$ cat src/hdl/irq_bank_pkg.sv
// constants, field layouts and carrier types of the peripheral interrupt bank
package irq_bank_pkg;
   localparam int unsigned ADDR_W = 10;
   // register indexes; byte address is four times the index
   localparam logic [7:0] IDX_FLAGS_A = 8'h0C;
   localparam logic [7:0] IDX_FLAGS_B = 8'h0D;
   localparam logic [7:0] IDX_ENABLES_A = 8'h8C;
   localparam logic [7:0] IDX_ENABLES_B = 8'h8D;
   localparam logic [7:0] IDX_EVENT_LOG = 8'h20;
   localparam logic [7:0] IDX_EVENT_MASK = 8'h21;
   // bit positions in flags a / enables a, flags b and the event log, and the event width
   localparam int BIT_PAR_PORT = 7;
   localparam int BIT_CONV_DONE = 6;
   localparam int BIT_RX_FULL = 5;
   localparam int BIT_TX_EMPTY = 4;
   localparam int BIT_SYNC_SERIAL = 3;
   localparam int BIT_CAPCMP_ONE = 2;
   localparam int BIT_TIMER_TWO = 1;
   localparam int BIT_TIMER_ONE = 0;
   localparam int BIT_CAPCMP_TWO = 0;
   localparam int BIT_LOG_CAPCMP_TWO = 8;
   localparam int EVENT_W = 9;
   // field masks and reset values
   localparam logic [7:0] FLAGS_A_SW_MASK = 8'hCF;
   localparam logic [7:0] FLAGS_A_FULL = 8'hFF;
   localparam logic [7:0] FLAGS_A_NO_PORT = 8'h7F;
   localparam logic [7:0] B_IMPL_MASK = 8'h01;
   localparam logic [7:0] RESET_FLAGS = 8'h00;
   localparam logic [7:0] RESET_ENABLES = 8'h00;
   localparam logic [8:0] RESET_EVENT = 9'h000;
   localparam logic [31:0] RESET_RDATA = 32'h0000_0000;

   typedef enum logic [1:0] {
      CC_OFF = 2'h0,
      CC_CAPTURE = 2'h1,
      CC_COMPARE = 2'h3,
      CC_PWM = 2'h2
   } capcmp_mode_t;

   typedef struct packed {
      logic par_port_access;
      logic conv_done;
      logic rx_buffer_full;
      logic tx_buffer_full;
      logic sync_transfer_done;
      logic sync_master_seq_done;
      logic sync_bus_start_stop;
      logic sync_port_idle;
      logic capcmp_one_capture;
      logic capcmp_one_match;
      logic timer_two_match;
      logic timer_one_ovf;
      logic capcmp_two_capture;
      logic capcmp_two_match;
   } periph_events_t;

   typedef struct packed {
      logic global_irq_gate;
      logic peripheral_group_gate;
   } core_gates_t;
endpackage : irq_bank_pkg

$ cat src/hdl/peripheral_irq_enable_flags.sv
// peripheral interrupt enable and flag bank behind an avalon-mm slave
`timescale 1ns/1ps
module peripheral_irq_enable_flags #(
   parameter bit HAS_PAR_PORT = 1'h1
) (
   input wire logic clock,
   input wire logic rst_n,
   input wire logic [irq_bank_pkg::ADDR_W-1:0] address,
   input wire logic read,
   input wire logic write,
   input wire logic [31:0] writedata,
   input wire logic [3:0] byteenable,
   output logic [31:0] readdata,
   output logic waitrequest,
   input wire irq_bank_pkg::periph_events_t events,
   input wire irq_bank_pkg::capcmp_mode_t capcmp_one_mode,
   input wire irq_bank_pkg::capcmp_mode_t capcmp_two_mode,
   input wire logic multi_master,
   input wire irq_bank_pkg::core_gates_t gates,
   output logic peripheral_irq_request,
   output logic core_irq,
   output logic block_irq
);

   logic [7:0] peripheral_flags_a;
   logic [7:0] peripheral_flags_b;
   logic [7:0] peripheral_enables_a;
   logic [7:0] peripheral_enables_b;
   logic [8:0] event_log;
   logic [8:0] event_mask;

   // bus decode: one wait cycle, answer while waitrequest is low
   wire req = read | write;
   wire accept = req & ~waitrequest;
   wire first = req & waitrequest;
   wire [7:0] idx = address[irq_bank_pkg::ADDR_W-1:2];
   wire hit_flags_a = idx == irq_bank_pkg::IDX_FLAGS_A;
   wire hit_flags_b = idx == irq_bank_pkg::IDX_FLAGS_B;
   wire hit_enables_a = idx == irq_bank_pkg::IDX_ENABLES_A;
   wire hit_enables_b = idx == irq_bank_pkg::IDX_ENABLES_B;
   wire hit_log = idx == irq_bank_pkg::IDX_EVENT_LOG;
   wire hit_mask = idx == irq_bank_pkg::IDX_EVENT_MASK;
   wire wr_accept = write & accept;
   wire wr_lo = wr_accept & byteenable[0];
   wire [8:0] lane_mask = {byteenable[1], {8{byteenable[0]}}};
   wire [8:0] wdata9 = writedata[8:0] & lane_mask;

   wire [7:0] impl_a = HAS_PAR_PORT ? irq_bank_pkg::FLAGS_A_FULL : irq_bank_pkg::FLAGS_A_NO_PORT;

   // set terms, independent of enables and gates
   wire par_set = HAS_PAR_PORT & events.par_port_access;
   wire sync_idle_set = multi_master & events.sync_port_idle & events.sync_bus_start_stop;
   wire sync_set = events.sync_transfer_done | events.sync_master_seq_done | sync_idle_set;
   wire cc1_set = ((capcmp_one_mode == irq_bank_pkg::CC_CAPTURE) & events.capcmp_one_capture)
      | ((capcmp_one_mode == irq_bank_pkg::CC_COMPARE) & events.capcmp_one_match);
   wire cc2_set = ((capcmp_two_mode == irq_bank_pkg::CC_CAPTURE) & events.capcmp_two_capture)
      | ((capcmp_two_mode == irq_bank_pkg::CC_COMPARE) & events.capcmp_two_match);

   logic [7:0] set_a;
   logic [7:0] live_a;
   always_comb begin
      set_a = irq_bank_pkg::RESET_FLAGS;
      set_a[irq_bank_pkg::BIT_PAR_PORT] = par_set;
      set_a[irq_bank_pkg::BIT_CONV_DONE] = events.conv_done;
      set_a[irq_bank_pkg::BIT_SYNC_SERIAL] = sync_set;
      set_a[irq_bank_pkg::BIT_CAPCMP_ONE] = cc1_set;
      set_a[irq_bank_pkg::BIT_TIMER_TWO] = events.timer_two_match;
      set_a[irq_bank_pkg::BIT_TIMER_ONE] = events.timer_one_ovf;
      live_a = irq_bank_pkg::RESET_FLAGS;
      live_a[irq_bank_pkg::BIT_RX_FULL] = events.rx_buffer_full;
      live_a[irq_bank_pkg::BIT_TX_EMPTY] = ~events.tx_buffer_full;
   end

   // software writes value, event set wins over a write of zero
   wire [7:0] sw_a = irq_bank_pkg::FLAGS_A_SW_MASK;
   wire [7:0] kept_a = (wr_lo & hit_flags_a)
      ? ((writedata[7:0] & sw_a) | (peripheral_flags_a & ~sw_a)) : peripheral_flags_a;
   wire [7:0] next_flags_a = (((kept_a | set_a) & sw_a) | live_a) & impl_a;
   wire [7:0] kept_b = (wr_lo & hit_flags_b) ? writedata[7:0] : peripheral_flags_b;
   wire [7:0] next_flags_b = (kept_b | {7'h00, cc2_set}) & irq_bank_pkg::B_IMPL_MASK;
   wire [7:0] next_enables_a = (wr_lo & hit_enables_a)
      ? (writedata[7:0] & impl_a) : peripheral_enables_a;
   wire [7:0] next_enables_b = (wr_lo & hit_enables_b)
      ? (writedata[7:0] & irq_bank_pkg::B_IMPL_MASK) : peripheral_enables_b;

   // event log: sticky record of each flag rising, write one to clear
   wire [8:0] rise = {next_flags_b[irq_bank_pkg::BIT_CAPCMP_TWO], next_flags_a}
      & ~{peripheral_flags_b[irq_bank_pkg::BIT_CAPCMP_TWO], peripheral_flags_a};
   wire [8:0] log_clear = (wr_accept & hit_log) ? wdata9 : irq_bank_pkg::RESET_EVENT;
   wire [8:0] next_log = (event_log & ~log_clear) | rise;
   wire [8:0] next_mask = (wr_accept & hit_mask)
      ? ((writedata[8:0] & lane_mask) | (event_mask & ~lane_mask)) : event_mask;

   wire [7:0] pend_a = peripheral_flags_a & peripheral_enables_a;
   wire [7:0] pend_b = peripheral_flags_b & peripheral_enables_b;
   wire pending = |{pend_a, pend_b};

   wire [31:0] rd_value =
      hit_flags_a ? {24'h000000, peripheral_flags_a} :
      hit_flags_b ? {24'h000000, peripheral_flags_b} :
      hit_enables_a ? {24'h000000, peripheral_enables_a} :
      hit_enables_b ? {24'h000000, peripheral_enables_b} :
      hit_log ? {23'h000000, event_log} :
      hit_mask ? {23'h000000, event_mask} :
      irq_bank_pkg::RESET_RDATA;

   always_ff @(posedge clock or negedge rst_n) begin
      if (!rst_n) begin
         waitrequest <= 1'h1;
         readdata <= irq_bank_pkg::RESET_RDATA;
      end else begin
         waitrequest <= ~first;
         if (read & waitrequest) begin
            readdata <= rd_value;
         end
      end
   end

   always_ff @(posedge clock or negedge rst_n) begin
      if (!rst_n) begin
         peripheral_flags_a <= irq_bank_pkg::RESET_FLAGS;
         peripheral_flags_b <= irq_bank_pkg::RESET_FLAGS;
         peripheral_enables_a <= irq_bank_pkg::RESET_ENABLES;
         peripheral_enables_b <= irq_bank_pkg::RESET_ENABLES;
      end else begin
         peripheral_flags_a <= next_flags_a;
         peripheral_flags_b <= next_flags_b;
         peripheral_enables_a <= next_enables_a;
         peripheral_enables_b <= next_enables_b;
      end
   end

   always_ff @(posedge clock or negedge rst_n) begin
      if (!rst_n) begin
         event_log <= irq_bank_pkg::RESET_EVENT;
         event_mask <= irq_bank_pkg::RESET_EVENT;
         block_irq <= 1'h0;
      end else begin
         event_log <= next_log;
         event_mask <= next_mask;
         block_irq <= |(next_log & next_mask);
      end
   end

   always_ff @(posedge clock or negedge rst_n) begin
      if (!rst_n) begin
         peripheral_irq_request <= 1'h0;
         core_irq <= 1'h0;
      end else begin
         peripheral_irq_request <= pending;
         core_irq <= pending & gates.peripheral_group_gate & gates.global_irq_gate;
      end
   end
endmodule : peripheral_irq_enable_flags

$ cat config.mk
export PLATFORM = sky130hd
export DESIGN_NAME = peripheral_irq_enable_flags
export DESIGN_NICKNAME = d
export VERILOG_FILES = /design/src/hdl/irq_bank_pkg.sv /design/src/hdl/peripheral_irq_enable_flags.sv
export SDC_FILE = /design/constraint.sdc
export NUM_CORES = 1
export LEC_CHECK = 0
export BUFFER_PORTS_ARGS = -buffer_cell sky130_fd_sc_hd__buf_2
export CAP_MARGIN = 20
export CELL_PAD_IN_SITES_DETAIL_PLACEMENT = 1
export CELL_PAD_IN_SITES_GLOBAL_PLACEMENT = 1
export CORE_MARGIN = 4
export CORE_UTILIZATION = 36
export CTS_CLUSTER_SIZE = 8
export DETAILED_ROUTE_END_ITERATION = 7
export PLACE_DENSITY = 0.87
export SKIP_CTS_REPAIR_TIMING = 1
export SYNTH_ARGS = -nofsm -noshare
export SYNTH_HDL_FRONTEND = slang
export SYNTH_SLANG_ARGS = --single-unit
$ cat constraint.sdc
create_clock -name clock -period 2.7 [get_ports clock]
set_input_delay 0.135 -clock clock [delete_from_list [all_inputs] [get_ports clock]]
set_output_delay 0.135 -clock clock [all_outputs]
set_load 0.01 [all_outputs]
==> results.md <==
* Final core occ at 0.4339
* GP Congestion at 0.8698
* Layout cells sized above 1 at 0.2935
* FF-to-FF path depth at 6
* Grt ovf at 0
* Number of remaining DRC errors at 0
* Initial Util at 0.3701
* Crit path depth at 6
* M1 GR Usage at 0.2208
* Synth top area cells: dfrtp_1 (45%), buf_4 (6.5%), mux2_2 (5.5%), a222oi_1 (3.4%), mux2i_1 (3.4%)
* Vias in the first global route at 2,261
* Fillers at 842
* Initial antenna violation count at 0
* Drt wl/cell at 18.01 um
* H-tree levels at 2
* Largest net degree at the start of global routing at 50
* R2R setup slack at 470 ps
* LEAKAGE at 1.554 nW
* Clock buffer depth at 2
* Final net count at 380
* Hold WS at 26.17 ps
* WP data arrival at 2410 ps
* Predominant post-synthesis flop cell: dfrtp_1
* Io pins at 107
* Ant diodes at 0
* VDD IR max at 0.1607 mV
* Hold crit path type: in2reg
* Clock root cell: clkbuf_8
* # port buffers at 56
* Synthesized area per cell at 10.81 um^2
* Via count at 2,203
* RR Endpoint: block_irq
* Slowest stage delay, CP at 500 ps
* Max-cap violation count at 0
* Yosys warns at 0
* Critical path, cell by cell: nor4bb_2 -> buf_4 -> nand3_1 -> a211oi_1 -> o221ai_1 -> or4b_1
* Reg2reg start: waitrequest
* Post-synth EDFFs at 0
* HP Start: write
* Critical path buffers and inverters at 1
* Half-perimeter wire length after placement at 5600 um
* Ys async rst share at 1.000
* Yosys cell types at 54
* TritonRoute pass-1 iters at 4
* Rows at 31
* Die H at 94.12 um
* Req. time, crit path at 2880 ps
* Drt total wl at 7366 um
* GR Util met3 at 0.04006
* Final period util at 0.8261
* Crit-path max FO at 19
* GR Util met2 at 0.2803
* Max-slew violations at 0
* Clock Latency Late Sink at 310 ps
* Max Fclk at 448.3 MHz
* Critical path's slowest cell: or4b_1
* Busiest grt layer: met2
* Yosys top cell area share at 0.4499
* Post-route clock skew at 2.261 ps
* Setup crit start kind: register
* DRT iter0 DRCs at 144
* Hold violation total from the final report at 0
* Least-Margin Pin Slew at 754.3 ps
* #FFs+latches synth at 49
* Detail Route Antenna Nets at 0
* FF/Latch Area at 0.001227 mm^2
* Global-route wire length before repair at 11,640 um
* Reg clk slew, reported paths at 90 ps
* Commonest non-fill, non-tap cell in the layout: buf_2
* Status: finished clean
* Mapped cell area at 0.002670 mm^2
* Commonest non-fill, non-tap cells in the layout: buf_2 (56), dfrtp_1 (48), conb_1 (23), inv_1 (19), nor2_1 (14)
* Top Family by Delay on Critical Path: simple AND/OR/NAND/NOR gates
* Placeable core area at 0.007214 mm^2
* Sequential element share of the synthesized area at 0.4597
* TritonCTS buffer count at 5
* Leading area contributor after synthesis: dfrtp_1
* # clock sinks at 49
* Crit. End Element: register
* Design Area, Final at 0.003131 mm^2
* CTS tree: built
* Min-Delay Endpoint: waitrequest
* Hold path depth at 2
* Die area at 0.008859 mm^2
* Kind of critical path: reg2reg
* Pwr dens at 475.8 mW/mm^2
* Vias per cell at 5.386
* Period minus WS final at 2230 ps
* Total power at 0.001489 W
* Dpl cell area at 0.002980 mm^2
* Synth-to-layout area growth at 17.24%
* GRT Util Overall at 0.1710
* RSZ-0062 raised after global routing: false
* Post-Syn Instances at 247
* Fin Setup TNS at 0 ps
* Max_slew headroom at 0.4944
* Setup-failing EPs final at 0
* Multi-input logic area at 0.001247 mm^2
* Die X-Extent at 94.12 um
cell type report:
| type | instances | area share |
|---|---|---|
| flip-flops and latches | 49 | 0.3921 |
| repair buffers | 65 | 0.1183 |
| well taps | 99 | 0.03957 |
| inverters | 19 | 0.02278 |
| multi-input cells | 169 | 0.3985 |
| clock buffers | 8 | 0.02878 |
worst max-delay path by stage:
stage,from,to
floorplan,waitrequest,block_irq
global placement,address[6],block_irq
detailed placement,address[6],block_irq
CTS,waitrequest,block_irq
global route,waitrequest,block_irq
finish,waitrequest,block_irq
cells by family after synthesis:
group	after synthesis	synth area share
AOI/OAI and AO/OA	58	0.1842
other	1	0.001404
and+or+nand+nor	65	0.1542
muxes	23	0.09419
DFF	49	0.4597
buffers and inverters	51	0.1064
routing by layer:
layer  vias to the layer above  wire (um)
met5                         -          0
met4                         0         85
met3                         9        468
met2                        79       3700
met1                      1103       3113
li1                       1012          -
metrics by stage:
| step | std cells | setup WS [ps] |
|---|---|---|
| floorplan | 269 | 599.3 |
| global placement | 396 | 300.2 |
| detailed placement | 396 | 259.5 |
| CTS | 404 | 472.8 |
| global route | 409 | 315.3 |
| finish | 409 | 469.5 |
registers in the layout, summed over array words and instances (netlist names):
register and count:
block_irq 1, core_irq 1, event_log 9, event_mask 9, peripheral_enables_a 8, peripheral_enables_b 1
peripheral_flags_a 8, peripheral_flags_b 1, peripheral_irq_request 1, readdata 9, waitrequest 1
power breakdown:
part / switching (W) / internal, W / leakage [nW] / total (W)
registers: 0.0000258 / 0.000777 / 0.588 / 0.000803
logic: 0.000137 / 0.0000982 / 0.921 / 0.000236
clock network: 0.000242 / 0.000209 / 0.0455 / 0.000451
total: 0.000405 / 0.00108 / 1.55 / 0.00149
synth_stat cells (all sizes together), types with 2 or more instances:
cell,n
dfrtp,48
buf,28
inv,19
mux2,14
nor2,14
a21oi,9
a222oi,9
mux2i,9
nand2,9
a22o,8
nand4,8
nand3,7
a41oi,5
and3,5
a2bb2oi,4
clkbuf,4
o21ai,4
a211o,3
nor3,3
o221ai,3
or4b,3
a221oi,2
a22oi,2
nand3b,2
nor2b,2
o22ai,2
Note: power is estimated with default switching activity, not from simulation.
